File: config.mk
export PLATFORM = sky130hd
export DESIGN_NAME = bscrc_top
export DESIGN_NICKNAME = d
export VERILOG_FILES = /design/src/shared/bscrc_pkg.sv /design/src/hw/bscrc_top.sv
export SDC_FILE = /design/constraint.sdc
export NUM_CORES = 1
export LEC_CHECK = 0
export ABC_AREA = 1
export BUFFER_PORTS_ARGS = -buffer_cell sky130_fd_sc_hd__buf_4
export CORE_ASPECT_RATIO = 0.7
export CORE_MARGIN = 2
export CORE_UTILIZATION = 42
export DETAILED_ROUTE_END_ITERATION = 6
export PLACE_DENSITY = 0.83
export RECOVER_POWER = 25
export SYNTH_ARGS = -nofsm -noshare
export SYNTH_HDL_FRONTEND = slang
export SYNTH_SLANG_ARGS = --single-unit
File: constraint.sdc
create_clock -name sys_clk_i -period 1.6 [get_ports sys_clk_i]
set_clock_uncertainty 0.05 [all_clocks]
set_input_delay 0.32 -clock sys_clk_i [delete_from_list [all_inputs] [get_ports sys_clk_i]]
set_output_delay 0.32 -clock sys_clk_i [all_outputs]
set_load 0.02 [all_outputs]
File: src/shared/bscrc_pkg.sv
// package for the boot strap, clock ratio and reset front end
// assumes one 10 MHz system clock and a single AHB-Lite master
package bscrc_pkg;

	// register byte offsets on the AHB-Lite slave
	localparam logic [7:0] BSCRC_STATUS_OFS = 8'h00;
	localparam logic [7:0] BSCRC_RATIO_OFS = 8'h04;
	localparam logic [7:0] BSCRC_CTRL_OFS = 8'h08;

	// control register fields, both self-clearing request pulses
	localparam int BSCRC_CTRL_SOFT_WARM = 0;
	localparam int BSCRC_CTRL_SOFT_COLD = 1;

	// status register field positions
	localparam int BSCRC_ST_MEM_LSB = 0;
	localparam int BSCRC_ST_LB_LSB = 2;
	localparam int BSCRC_ST_PIPE_LSB = 4;
	localparam int BSCRC_ST_BYTE_ORDER = 7;
	localparam int BSCRC_ST_RESP_ORDER = 8;
	localparam int BSCRC_ST_CORE_RST = 9;
	localparam int BSCRC_ST_MEM_RST = 10;
	localparam int BSCRC_ST_PWR_GOOD = 11;
	localparam int BSCRC_ST_RSVD_CODE = 12;

	// ratio register field positions
	localparam int BSCRC_RT_MEM_LSB = 0;
	localparam int BSCRC_RT_VCO_LSB = 4;
	localparam int BSCRC_RT_LB_LSB = 8;
	localparam int BSCRC_RT_PIPE_LSB = 12;

	// strap codes
	localparam logic [1:0] BSCRC_MEM_DIV1 = 2'h0;
	localparam logic [1:0] BSCRC_MEM_DIV2 = 2'h1;
	localparam logic [1:0] BSCRC_MEM_DIV1P5 = 2'h2;
	localparam logic [1:0] BSCRC_LB_DIV9 = 2'h0;
	localparam logic [1:0] BSCRC_LB_DIV12 = 2'h1;
	localparam logic [1:0] BSCRC_LB_DIV15 = 2'h2;

	// decoded values; ratios in half steps, zero marks a reserved code
	localparam logic [2:0] BSCRC_HALF_DIV1 = 3'h2;
	localparam logic [2:0] BSCRC_HALF_DIV2 = 3'h4;
	localparam logic [2:0] BSCRC_HALF_DIV1P5 = 3'h3;
	localparam logic [2:0] BSCRC_VCO_X3 = 3'h3;
	localparam logic [2:0] BSCRC_VCO_X4 = 3'h4;
	localparam logic [3:0] BSCRC_LB_9 = 4'h9;
	localparam logic [3:0] BSCRC_LB_12 = 4'hc;
	localparam logic [3:0] BSCRC_LB_15 = 4'hf;
	localparam logic [3:0] BSCRC_PIPE_HALF_BASE = 4'h4;

	// captured boot straps
	typedef struct packed {
		logic [1:0] mem_ratio_strap;
		logic [1:0] localbus_ratio_strap;
		logic [2:0] pipe_ratio_strap;
		logic byte_order_strap;
		logic response_order_strap;
	} bscrc_straps_t;

	localparam bscrc_straps_t BSCRC_STRAPS_RST = '0;

	// decoded clock and mode settings handed to the rest of the chip
	typedef struct packed {
		logic [2:0] mem_half_ratio;
		logic [2:0] vco_mult;
		logic [3:0] lb_div;
		logic [3:0] pipe_half_ratio;
		logic big_endian;
		logic out_of_order_en;
		logic pcix_big_endian;
		logic reserved_code;
	} bscrc_clkcfg_t;

	localparam bscrc_clkcfg_t BSCRC_CLKCFG_RST = '0;

endpackage : bscrc_pkg

File: src/hw/bscrc_top.sv
// boot strap capture, clock ratio decode and reset sequencing
// assumes pins are synchronous to sys_clk_i and one AHB-Lite master
`timescale 1ns/1ps
module bscrc_top
	import bscrc_pkg::*;
#(
	parameter int RST_SYNC_STAGES = 2
)
(
	input wire logic sys_clk_i,
	input wire logic sys_rst_i,
	input wire logic warm_reset_n_i,
	input wire logic full_init_reset_n_i,
	input wire logic power_good_i,
	input wire logic [1:0] mem_ratio_strap_i,
	input wire logic [1:0] localbus_ratio_strap_i,
	input wire logic [2:0] pipe_ratio_strap_i,
	input wire logic byte_order_strap_i,
	input wire logic response_order_strap_i,
	input wire logic timer_ext_clk_i,
	input wire logic mem_ref_clk_i,
	input wire logic hsel_i,
	input wire logic [31:0] haddr_i,
	input wire logic [1:0] htrans_i,
	input wire logic hwrite_i,
	input wire logic [2:0] hsize_i,
	input wire logic [31:0] hwdata_i,
	input wire logic hready_i,
	output logic hreadyout_o,
	output logic hresp_o,
	output logic [31:0] hrdata_o,
	output logic core_reset_o,
	output logic mem_if_reset_o,
	output bscrc_clkcfg_t clk_cfg_o,
	output logic timer_count_clk_o,
	output logic mem_domain_clk_o
);

	// refuse a release chain too short to give a clean synchronised edge
	if (RST_SYNC_STAGES < 2)
	begin : g_bad_stages
		$error("RST_SYNC_STAGES must be at least 2");
	end

	// reset request and release chains
	logic soft_warm;
	logic soft_cold;
	logic cold_req;
	logic warm_req;
	logic [RST_SYNC_STAGES-1:0] core_chain;
	logic [RST_SYNC_STAGES-1:0] mem_chain;
	logic [RST_SYNC_STAGES-1:0] next_core_chain;
	logic [RST_SYNC_STAGES-1:0] next_mem_chain;
	wire logic [RST_SYNC_STAGES-1:0] core_shift;
	wire logic [RST_SYNC_STAGES-1:0] mem_shift;

	// release shift, one stage per bit; stage zero takes the released level
	for (genvar s = 0; s < RST_SYNC_STAGES; s++)
	begin : g_stage
		if (s == 0)
		begin : g_first
			assign core_shift[s] = 1'b0;
			assign mem_shift[s] = 1'b0;
		end
		else
		begin : g_rest
			assign core_shift[s] = core_chain[s-1];
			assign mem_shift[s] = mem_chain[s-1];
		end
	end

	// pin sampled active low; power good missing holds both domains
	always_comb
	begin
		cold_req = ~full_init_reset_n_i | ~power_good_i | soft_cold;
		warm_req = cold_req | ~warm_reset_n_i | soft_warm;
		next_core_chain = core_shift;
		next_mem_chain = mem_shift;
		if (warm_req)
		begin
			next_core_chain = '1;
		end
		if (cold_req)
		begin
			next_mem_chain = '1;
		end
	end

	// assertion loads the whole chain on the next edge, release walks the chain on the system clock
	always_ff @(posedge sys_clk_i)
	begin
		if (sys_rst_i)
		begin
			core_chain <= '1;
			mem_chain <= '1;
		end
		else
		begin
			core_chain <= next_core_chain;
			mem_chain <= next_mem_chain;
		end
	end

	assign core_reset_o = core_chain[RST_SYNC_STAGES-1];
	assign mem_if_reset_o = mem_chain[RST_SYNC_STAGES-1];

	// strap capture and decode
	bscrc_straps_t straps_pin;
	bscrc_straps_t straps;
	bscrc_straps_t next_straps;
	bscrc_clkcfg_t next_cfg;

	// a warm reset recaptures too, since straps are board constants anyway
	always_comb
	begin
		straps_pin.mem_ratio_strap = mem_ratio_strap_i;
		straps_pin.localbus_ratio_strap = localbus_ratio_strap_i;
		straps_pin.pipe_ratio_strap = pipe_ratio_strap_i;
		straps_pin.byte_order_strap = byte_order_strap_i;
		straps_pin.response_order_strap = response_order_strap_i;
		next_straps = straps;
		if (warm_req || core_reset_o)
		begin
			next_straps = straps_pin;
		end
	end

	// decode from held straps so a late pin change cannot move a ratio
	always_comb
	begin
		next_cfg = BSCRC_CLKCFG_RST;
		case (straps.mem_ratio_strap)
			BSCRC_MEM_DIV1:
			begin
				next_cfg.mem_half_ratio = BSCRC_HALF_DIV1;
				next_cfg.vco_mult = BSCRC_VCO_X3;
			end
			BSCRC_MEM_DIV2:
			begin
				next_cfg.mem_half_ratio = BSCRC_HALF_DIV2;
				next_cfg.vco_mult = BSCRC_VCO_X4;
			end
			BSCRC_MEM_DIV1P5:
			begin
				next_cfg.mem_half_ratio = BSCRC_HALF_DIV1P5;
				next_cfg.vco_mult = BSCRC_VCO_X3;
			end
			default:
			begin
				next_cfg.reserved_code = 1'b1; // zero ratio flags reserved code
			end
		endcase
		case (straps.localbus_ratio_strap)
			BSCRC_LB_DIV9: next_cfg.lb_div = BSCRC_LB_9;
			BSCRC_LB_DIV12: next_cfg.lb_div = BSCRC_LB_12;
			BSCRC_LB_DIV15: next_cfg.lb_div = BSCRC_LB_15;
			default: next_cfg.reserved_code = 1'b1;
		endcase
		next_cfg.pipe_half_ratio = BSCRC_PIPE_HALF_BASE
			+ {1'b0, straps.pipe_ratio_strap};
		next_cfg.big_endian = straps.byte_order_strap;
		next_cfg.pcix_big_endian = 1'b0;
		next_cfg.out_of_order_en = ~straps.response_order_strap;
	end

	// strap hold and decoded settings
	always_ff @(posedge sys_clk_i)
	begin
		if (sys_rst_i)
		begin
			straps <= BSCRC_STRAPS_RST;
			clk_cfg_o <= BSCRC_CLKCFG_RST;
		end
		else
		begin
			straps <= next_straps;
			clk_cfg_o <= next_cfg;
		end
	end

	logic next_timer_count_clk;
	logic next_mem_domain_clk;

	// clock routing; no divider here, the real derived clocks live elsewhere
	always_comb
	begin
		next_timer_count_clk = timer_ext_clk_i;
		next_mem_domain_clk = mem_ref_clk_i;
	end

	// sampled copies only, so edges are one system cycle late
	always_ff @(posedge sys_clk_i)
	begin
		if (sys_rst_i)
		begin
			timer_count_clk_o <= 1'b0;
			mem_domain_clk_o <= 1'b0;
		end
		else
		begin
			timer_count_clk_o <= next_timer_count_clk;
			mem_domain_clk_o <= next_mem_domain_clk;
		end
	end

	// AHB-Lite slave, zero wait states, always OKAY
	logic ph_wr;
	logic [7:0] ph_addr;
	logic next_ph_wr;
	logic [7:0] next_ph_addr;
	logic next_soft_warm;
	logic next_soft_cold;
	logic [31:0] next_hrdata;
	logic addr_ok;
	logic addr_low;
	logic [31:0] status_word;
	logic [31:0] ratio_word;

	// read words built apart from the decode so each layout sits in one place
	always_comb
	begin
		status_word = 32'h0000_0000;
		status_word[BSCRC_ST_MEM_LSB +: 2] = straps.mem_ratio_strap;
		status_word[BSCRC_ST_LB_LSB +: 2] = straps.localbus_ratio_strap;
		status_word[BSCRC_ST_PIPE_LSB +: 3] = straps.pipe_ratio_strap;
		status_word[BSCRC_ST_BYTE_ORDER] = straps.byte_order_strap;
		status_word[BSCRC_ST_RESP_ORDER] = straps.response_order_strap;
		status_word[BSCRC_ST_CORE_RST] = core_reset_o;
		status_word[BSCRC_ST_MEM_RST] = mem_if_reset_o;
		status_word[BSCRC_ST_PWR_GOOD] = power_good_i;
		status_word[BSCRC_ST_RSVD_CODE] = clk_cfg_o.reserved_code;
		ratio_word = 32'h0000_0000;
		ratio_word[BSCRC_RT_MEM_LSB +: 3] = clk_cfg_o.mem_half_ratio;
		ratio_word[BSCRC_RT_VCO_LSB +: 3] = clk_cfg_o.vco_mult;
		ratio_word[BSCRC_RT_LB_LSB +: 4] = clk_cfg_o.lb_div;
		ratio_word[BSCRC_RT_PIPE_LSB +: 4] = clk_cfg_o.pipe_half_ratio;
	end

	// address phase taken on hready; write lands in the following data phase
	always_comb
	begin
		addr_ok = hsel_i & htrans_i[1] & hready_i;
		addr_low = haddr_i[31:8] == 24'h00_0000; // upper aliases must not fire a soft reset
		next_ph_wr = addr_ok & hwrite_i & addr_low;
		next_ph_addr = addr_ok ? haddr_i[7:0] : 8'h00;
		next_soft_warm = 1'b0;
		next_soft_cold = 1'b0;
		if (ph_wr && ph_addr == BSCRC_CTRL_OFS)
		begin
			next_soft_warm = hwdata_i[BSCRC_CTRL_SOFT_WARM];
			next_soft_cold = hwdata_i[BSCRC_CTRL_SOFT_COLD];
		end
		next_hrdata = 32'h0000_0000;
		if (addr_ok && !hwrite_i && addr_low)
		begin
			case (haddr_i[7:0])
				BSCRC_STATUS_OFS: next_hrdata = status_word;
				BSCRC_RATIO_OFS: next_hrdata = ratio_word;
				default:
				begin
					next_hrdata = 32'h0000_0000; // unmapped and control read as zero
				end
			endcase
		end
	end

	// bus phase registers; soft requests last one cycle, the chain stretches them
	always_ff @(posedge sys_clk_i)
	begin
		if (sys_rst_i)
		begin
			ph_wr <= 1'b0;
			ph_addr <= 8'h00;
			soft_warm <= 1'b0;
			soft_cold <= 1'b0;
			hrdata_o <= 32'h0000_0000;
			hreadyout_o <= 1'b1;
			hresp_o <= 1'b0;
		end
		else
		begin
			ph_wr <= next_ph_wr;
			ph_addr <= next_ph_addr;
			soft_warm <= next_soft_warm;
			soft_cold <= next_soft_cold;
			hrdata_o <= next_hrdata;
			hreadyout_o <= 1'b1;
			hresp_o <= 1'b0;
		end
	end

endmodule : bscrc_top

# [Word level (Yosys, flattened, before mapping)]
# Index checks and enable logic that the tools add are counted.
[totals] reg_bits=76 input_bits=88
[classes] eq_ne=6 reduce_logical=16 muxes=7 bitwise=15 add_sub_neg=1
[ops] cell="$pmux W16 S2" n=1
[ops] cell="$logic_not A24 Y1" n=1
[ops] cell="$pmux W6 S3" n=1
[ops] cell="$pmux W4 S3" n=1
[ops] cell="$reduce_or A2 Y1" n=5
[ops] cell="$eq A8 B3 Y1 const B" n=1
[ops] cell="$eq A8 B4 Y1 const B" n=1
[ops] cell="$logic_not A8 Y1" n=1
[ops] cell="$not A1 Y1" n=7
[ops] cell="$reduce_or A3 Y1" n=2
[ops] cell="$add A3 B3 Y4 const A" n=1
[ops] cell="$and A1 B1 Y1" n=4
[ops] cell="$eq A2 B1 Y1 const B" n=2
[ops] cell="$eq A2 B2 Y1 const B" n=2
[ops] cell="$logic_not A2 Y1" n=2
[ops] cell="$mux W1" n=4
[ops] cell="$or A1 B1 Y1" n=4
[ops] cell="$logic_and A1 B1 Y1" n=3
[ops] cell="$logic_not A1 Y1" n=1
[ops] cell="$logic_or A1 B1 Y1" n=1

# [Longest topological paths before layout]
# Gate-level depths: netlist of the first run.
[depth] ltp_word=6 ltp_mapped=8 ltp_nobuf=7

# [Worst setup path after synthesis of the first run]
# No wires, ideal clock.
[synth_timing] kind="register to register" startpoint="register core_chain[1]" endpoint="register straps (netlist bit next_cfg[3])" path_stages_with_launch=6 arrival_ps=1070 slack_ps=364 setup_ps=116 required_ps=1434 synth_period_minus_slack_ps=1236 cell_sequence="dfxtp_1 nor2_1 nand3_1 clkinv_1 nor2_1 nor2_1"
[synth_via] elab_chain_len=1
[synth_lines] item="start: declaration" line_no="bscrc_top.sv:50" text="logic [RST_SYNC_STAGES-1:0] core_chain;"
[synth_lines] item="start signal: assignment" line_no="bscrc_top.sv:99" text="core_chain <= next_core_chain;"
[synth_lines] item="$logic_or A1 B1 Y1" line_no="bscrc_top.sv:122" text="if (warm_req || core_reset_o)"
[synth_lines] item="end signal: assignment" line_no="bscrc_top.sv:176" text="straps <= next_straps;"
[synth_lines] item="end: declaration" line_no="bscrc_top.sv:109" text="bscrc_straps_t straps;"
# Every way passes these cells.
# A chain may end at the register's enable or synchronous reset.

==> results of run 1 <==
-- metal layers --
layer	up-vias	GRT usage, %	part of all wire, %
met5	-	0	0
met4	0	7.463	0.81
met3	4	4.931	7.9
met2	65	28.95	46
met1	791	20.89	45
li1	995	-	-
-- placed cells by master, fill, tap and decap left out --
master / count
buf_4: 94
o21a_1: 1
nand3_1: 14
clkinv_4: 1
dfxtp_1: 56
inv_1: 36
clkinvlp_2: 1
nor3b_1: 3
o21ai_0: 9
clkbuf_8: 6
ha_1: 5
nand4_1: 1
nor2_2: 11
bufinv_16: 1
nand3b_1: 1
nand4_4: 1
a21oi_1: 1
nor3_4: 1
nand2_1: 39
nor2_1: 74
clkinv_1: 1
or2_2: 2
conb_1: 19
clkbuf_1: 2
-- worst min-delay path: cells and delay by family --
kind | cells | cell delay (ns)
buffers and inverters | 2 | 0.11
AND/OR/NAND/NOR | 1 | 0.06
-- registers in the layout, indices dropped and copies added (netlist names) --
name               count
core_chain             2
mem_domain_clk_o       1
clk_cfg_o             14
status_word            8
ph_addr                8
mem_chain              2
next_cfg               1
ph_wr                  1
soft_cold              1
hrdata_o              16
timer_count_clk_o      1
soft_warm              1
-- per-stage QoR --
step           total power [mW]  hold slack, ns  instance area (um2)
2_1_floorplan             1.676          0.3425                 2331
3_3_place_gp              1.792          0.3472                 2919
3_5_place_dp              1.801          0.3535                 2919
5_1_grt                   2.837          0.1541                 3030
6_report                  2.711          0.1571                 3030
4_1_cts                   2.741          0.1543                 3040
-- report_power, final --
group	internal, mW	switching, mW	leakage (nW)
clock	0.512	0.431	0.0614
combinational	0.146	0.163	0.959
sequential	1.43	0.0285	0.458
total	2.09	0.622	1.48
-- cell families (layout without fill, tap and decap cells) --
group	Yosys count	count (layout)
buf+inv	68	142
flops	56	56
other cells	2	19
fa+ha+maj	5	5
compound gates	11	11
simple gates	147	147
-- final cells by class --
class | instances | share of cell area (%)
Multi-Input combinational cell | 182 | 27.75
Timing Repair Buffer | 96 | 23.53
Clock buffer | 6 | 2.725
Clock inverter | 2 | 1.280
Tap cell | 72 | 2.973
Inverter | 38 | 4.748
Sequential cell | 56 | 36.99
-- worst paths after layout --
kind / start / end / depth (start not counted)
max: clk_cfg_o[16] / clk_cfg_o[13] / 1
min reg2reg: mem_chain[0] / mem_chain[1] / 1
max reg2reg: core_chain[1] / status_word[0] / 5
min: mem_ref_clk_i / mem_domain_clk_o / 3
==> flow_summary.ini, run 1 <==
[worst_setup_path]
arrival_ns = 0.90
crit_family = flip-flops
crit_chain = buf_4
slowest_delay_ns = 0.42
cp-start-kind = register
cp_slowest_cell = dfxtp_1
ff2ff_setup_slack_ns = 0.35
crit_path_end_kind = output port
critPathKind = register to output port
path_max_fanout = 4
crit_required_ns = 1.23
crit_buf_inv = 1

[global_routing]
grt_use_total_pct = 17.24
grt_pass1_wl_um = 8024
antenna_found_initial = 0
grt_max_degree = 18
grt_overflow = 0
first_global_vias = 1804

[routing]
vias = 1855
wl_um = 4939
drc = 0
wire_per_inst_um = 10.93
ant_nets = 0
drt_iter0_drc = 73
drt_pre_antenna_iters = 4
vias_per_cell = 4.104

[finish]
seq_area_um2 = 1121
drive_gt1_share_pct = 31.05
final_cells = 452
nNetsFinal = 472
multi_input_area_um2 = 840.8
insertedDiodeCount = 0
syn_to_final_growth_pct = 33.66
nFillCells = 496
fin_util_pct = 57.94

[synthesis]
synth_area_leaders = dfxtp_1 49%, nor2_1 12%, buf_4 8.3%, nand2_1 6.3%, inv_1 6.0%
synth-seq-cells = 56
synth_ff_type = dfxtp_1
synth.most_common_cell = nor2_1
synthAdderAreaFrac_pct = 2.759
synth_top_family_by_area = simple AND/OR/NAND/NOR gates
synth_edf_count = 0
yosysUniqueCellTypes = 25
ys_warn_count = 0
yosys-top-cells-count = 74 x nor2_1, 56 x dfxtp_1, 38 x nand2_1
synth_seq_area_share_pct = 49.45
synth_compound_area_share_pct = 2.539
synth.mux.area_fraction_pct = 0
yosys.area.top_type_share_pct = 49.45
synth_area_um2 = 2267
netlist_instances = 289
async_reset_ff_share_pct = 0
synth_area_leader_cell = dfxtp_1
postSynthAreaPerCell_um2 = 7.845
synth_xor_area_share_pct = 0
yosys.area_share.simple_pct = 28.75

[floorplan]
core_area_um2 = 5230
fp.dieH_um = 65.47
num_io_pins = 144
die_w_um = 91.82
start_util_pct = 43.35
die_area_um2 = 6011
row_count = 22

[power_and_ir_drop]
ir_drop_v = 0.0004819
leakagePower_nw = 1.478
powerDensity_nw_per_um2 = 894.4

[cts]
cts.repair.resized = 0
cts_tree = yes
clock_latency_ns = 0.31
ctsHoldBuffers = 0
clock_path_buffers = 2
numCtsBuffers = 5
cts_root_buf = clkbuf_8
cts_setup_buffers = 0
clkTransAtPathRegs_ns = 0.10
cts_sinks = 56
htree_levels = 2

[timing]
hold_violations = 0
timing.fmax_ghz = 0.7880
tightest_slew_ns = 0.6366
final.setup.worst_slack_ns = 0.3310
rsz0062_at_grt = no
finalSetupViolations = 0
tns_ns = 0
fin_crit_sh_pct = 79.32
final_max_slew_viol_count = 0
relSlewSlack_pct = 57.56
period_minus_slack_ns = 1.269

[placed_design]
place_inst = 444
portBuffers = 90
finalWeightedCongestion = 0.7878
hpwl_um = 3866
place_ws_ns = 0.1011

[worst_hold_path]
hp-class = input port to register

[run]
drv_cap = 0

[run_status]
status = completed
No activity file was read; power rests on OpenSTA's default activity.
==> run 2, diff against run 1 <==
clock period = 1.3 ns   (was 1.6 ns; I/O delays follow)
==> flow_summary.ini, run 2 (synthesized netlist as in run 1, its figures left out) <==
[finish]
syn_to_final_growth_pct = 34.99
nNetsFinal = 475
insertedDiodeCount = 0
fin_util_pct = 58.52
largest-register = hrdata_o
top_regs = hrdata_o (16), clk_cfg_o (14)
layout_commonest_cell = buf_4
largest_register_ffs = 16
final_cell_mix = 92 x buf_4, 74 x nor2_1, 56 x dfxtp_1, 39 x nand2_1, 36 x inv_1
drive_gt1_share_pct = 31.07

[power_and_ir_drop]
ir_drop_v = 0.0003740
powerDensity_nw_per_um2 = 1019
finalPower_mw = 3.119
leakagePower_nw = 1.486

[worst_setup_path]
crit_required_ns = 1.45
path_max_fanout = 8
slowest_delay_ns = 0.30
critPathMostFrequentCell = nor2_1
cp-start-kind = register
arrival_ns = 1.38
cp_slowest_cell = dfxtp_1
ff2ff_setup_slack_ns = 0.08
crit_chain = inv_1 > nand2_1 > nor2_1 > nand3_2 > buf_4 > o21ai_0 > nor2_1
critPathKind = register to register
crit_path_end_kind = register

[cts]
cts_root_buf = clkbuf_8
cts_tree = yes
clock_latency_ns = 0.31
cts.repair.resized = 0
clkTransAtPathRegs_ns = 0.09
ctsHoldBuffers = 0
numCtsBuffers = 5
cts_setup_buffers = 0
clock_path_buffers = 2
cts_sinks = 56
htree_levels = 2

[floorplan]
die_area_um2 = 6011
core_area_um2 = 5230
start_util_pct = 43.35
row_count = 22
die_w_um = 91.82
num_io_pins = 144
fp.dieH_um = 65.47

[timing]
period_minus_slack_ns = 1.222
final_max_slew_viol_count = 0
relSlewSlack_pct = 57.77
rsz0062_at_grt = yes
final.setup.worst_slack_ns = 0.07781
timing.fmax_ghz = 0.8182
whs_ns = 0.1014
finalSetupViolations = 0
tightest_slew_ns = 0.6334
fin_crit_sh_pct = 94.01
hold_violations = 0

[placed_design]
hpwl_um = 3894
finalWeightedCongestion = 0.8236
place_ws_ns = -0.02080
portBuffers = 90

[global_routing]
grt_overflow = 0
grt_max_degree = 17
grt_pass1_wl_um = 7969
first_global_vias = 1827
antenna_found_initial = 0
grt_use_total_pct = 17.03

[worst_hold_path]
hp-class = input port to register

[routing]
drc = 0
vias = 1922
wl_um = 4814
drt_pre_antenna_iters = 4
ant_nets = 0
wire_per_inst_um = 10.58
vias_per_cell = 4.224
drt_iter0_drc = 91

[run]
drv_cap = 0

[run_status]
status = completed
run 2: changes by cell type in the layout (fill, tap and decap cells not counted), sizes merged:
cell,before,now
buf,94,95
bufinv,1,0
clkbuf,8,12
clkinv,2,1
run 2: path summary, 6_finish.rpt:
| check | depth (start not counted) | end | start |
|---|---|---|---|
| max reg2reg | 7 | status_word[4] | soft_warm |
| min | 3 | mem_domain_clk_o | mem_ref_clk_i |
| max | 7 | status_word[4] | soft_warm |
| min reg2reg | 1 | core_chain[1] | core_chain[0] |
run 2: power breakdown:
group | internal (mW) | total [mW] | leakage [nW] | switching (mW)
clock | 0.435 | 0.939 | 0.0455 | 0.504
combinational | 0.183 | 0.384 | 0.983 | 0.201
sequential | 1.76 | 1.80 | 0.458 | 0.0347
run 2: layer usage:
metal | global-route usage [%] | part of all wire (%) | vias to the layer above
li1 | - | - | 1002
met4 | 7.836 | 2.5 | 0
met2 | 27.76 | 45 | 63
met3 | 5.161 | 6.6 | 11
met1 | 20.92 | 46 | 846
met5 | 0 | 0 | -
run 2: critical path, delay by kind of cell, from the launching register on:
| kind | cells | cell delay [ns] |
|---|---|---|
| buf+inv | 2 | 0.23 |
| flops | 1 | 0.30 |
| simple gates | 4 | 0.36 |
| compound gates | 1 | 0.17 |
run 2: final cells by class:
| cell class | instances | area [um2] |
|---|---|---|
| clock buffer | 8 | 90.09 |
| timing repair buffer | 99 | 769.5 |
| inverter | 38 | 143.9 |
| multi-input combinational | 182 | 845.8 |
| fill | 498 | 2170 |
| tap | 72 | 90.09 |
| sequential | 56 | 1121 |
run 2: metrics by stage:
step | std cells | cell area [um2] | TNS, ns
finish | 455 | 3060 | 0
global route | 455 | 3060 | -0.07040
CTS | 455 | 3069 | 0
detailed placement | 447 | 2979 | -0.1393
global placement | 447 | 2979 | 0
floorplan | 306 | 2331 | 0
==> run 3, diff against run 2 <==
CORE_MARGIN = 8   (was 2)
CTS_BUF_LIST = sky130_fd_sc_hd__clkbuf_16   (was not set)
==> flow_summary.ini, run 3 (synthesized netlist as in run 1, its figures left out) <==
[routing]
wire_per_inst_um = 12.09
drc = 0
vias_per_cell = 4.077
drt_pre_antenna_iters = 4
drt_iter0_drc = 48
met3_length_um = 335
wl_um = 5499
top_layer = met4
wl_met2_um = 2622
wl_met1_um = 2439
vias = 1855
ant_nets = 0

[cts]
numCtsBuffers = 5
cts_sinks = 56
ctsHoldBuffers = 0
htree_levels = 2
clock_latency_ns = 0.29
cts_tree = yes
cts_root_buf = clkbuf_16
clock_path_buffers = 2
clkTransAtPathRegs_ns = 0.07

[timing]
finalSetupViolations = 0
final_max_slew_viol_count = 0
tightest_slew_ns = 0.6313
whs_ns = 0.1133
fin_crit_sh_pct = 91.04
tns_ns = 0
hold_violations = 0
relSlewSlack_pct = 57.92
timing.fmax_ghz = 0.8450
final.setup.worst_slack_ns = 0.1165
period_minus_slack_ns = 1.183

[worst_setup_path]
r2r_end = status_word[6]
slowest_delay_ns = 0.41
ff2ff_setup_slack_ns = 0.13
arrival_ns = 0.87
crit_path_end_kind = output port
crit_family = flip-flops
cp-startpoint = clk_cfg_o[16]
r2r_start = soft_warm
cp-start-kind = register
reg2reg_depth = 7
crit_chain = buf_4
path_max_fanout = 4
crit_required_ns = 0.99
crit_path_end = clk_cfg_o[16]
critPathKind = register to output port
cp_slowest_cell = dfxtp_1
crit_buf_inv = 1
critical_path_depth = 1

[finish]
nNetsFinal = 475
drive_gt1_share_pct = 32.64
largest-register = hrdata_o
final_cells = 455
seq_area_um2 = 1121
largest_register_ffs = 16
nFillCells = 472
insertedDiodeCount = 0
design_area_um2 = 3123
final_cell_mix = 94 x buf_4, 72 x nor2_1, 56 x dfxtp_1, 39 x nand2_1, 36 x inv_1
top_regs = hrdata_o (16), clk_cfg_o (14)
layout_commonest_cell = buf_4
syn_to_final_growth_pct = 37.75
multi_input_area_um2 = 850.8
fin_util_pct = 59.71

[floorplan]
start_util_pct = 43.35
die_w_um = 103.8
row_count = 22
core_area_um2 = 5230
die_area_um2 = 8043
num_io_pins = 144
fp.dieH_um = 77.47

[global_routing]
antenna_found_initial = 0
grt_pass1_wl_um = 8956
first_global_vias = 1829
grt_overflow = 0
grt_max_degree = 19
grt_use_total_pct = 13.79

[placed_design]
place_inst = 446
finalWeightedCongestion = 0.8088
place_area_um2 = 2959
portBuffers = 90
hpwl_um = 4518
place_ws_ns = -0.007645

[power_and_ir_drop]
finalPower_mw = 3.494
ir_drop_v = 0.0005699
leakagePower_nw = 1.506
powerDensity_nw_per_um2 = 1119

[run]
drv_cap = 0

[worst_hold_path]
hp-class = input port to register

[run_status]
status = completed
## run 3: layout make-up
class / count / share of cell area (%)
flip-flops and latches: 56 / 35.90
multi-input cells: 182 / 27.24
inverters: 38 / 4.728
well taps: 72 / 2.885
repair buffers: 99 / 24.48
clock buffers: 5 / 4.006
clock inverters: 3 / 0.7612
## run 3: worst min path at each step
| stage | from | to | slack [ns] | cells past startpoint |
|---|---|---|---|---|
| floorplan | warm_reset_n_i | core_chain[0] | 0.31 | 1 |
| global placement | core_chain[0] | core_chain[1] | 0.35 | 1 |
| detailed placement | mem_chain[0] | mem_chain[1] | 0.36 | 1 |
| CTS | mem_ref_clk_i | mem_domain_clk_o | 0.11 | 3 |
| global route | mem_ref_clk_i | mem_domain_clk_o | 0.12 | 3 |
| finish | mem_ref_clk_i | mem_domain_clk_o | 0.11 | 3 |
## run 3: what timing repair did
| item | CTS | global route |
|---|---|---|
| setup endpoints to repair | 0 | 9 |
| gates resized for setup | 0 | 12 |
| buffers inserted | 0 | 1 |
## run 3: layer usage
layer	GRT usage, %	vias up
met5	0	-
met2	23.05	56
met4	4.460	0
li1	-	1003
met3	5.363	9
met1	15.98	787
## run 3: power by group
group          switching (mW)  total [mW]  internal [mW]  leakage, nW
registers              0.0363        1.80           1.76        0.458
clock network           0.594        1.31          0.716       0.0660
logic                   0.203       0.385          0.182        0.982
## run 3: worst reg2reg max path: cells and delay by family, from the launching register on
family,cells,cell delay [ns]
compound gates,1,0.15
buf+inv,2,0.23
flops,1,0.30
simple gates,4,0.35
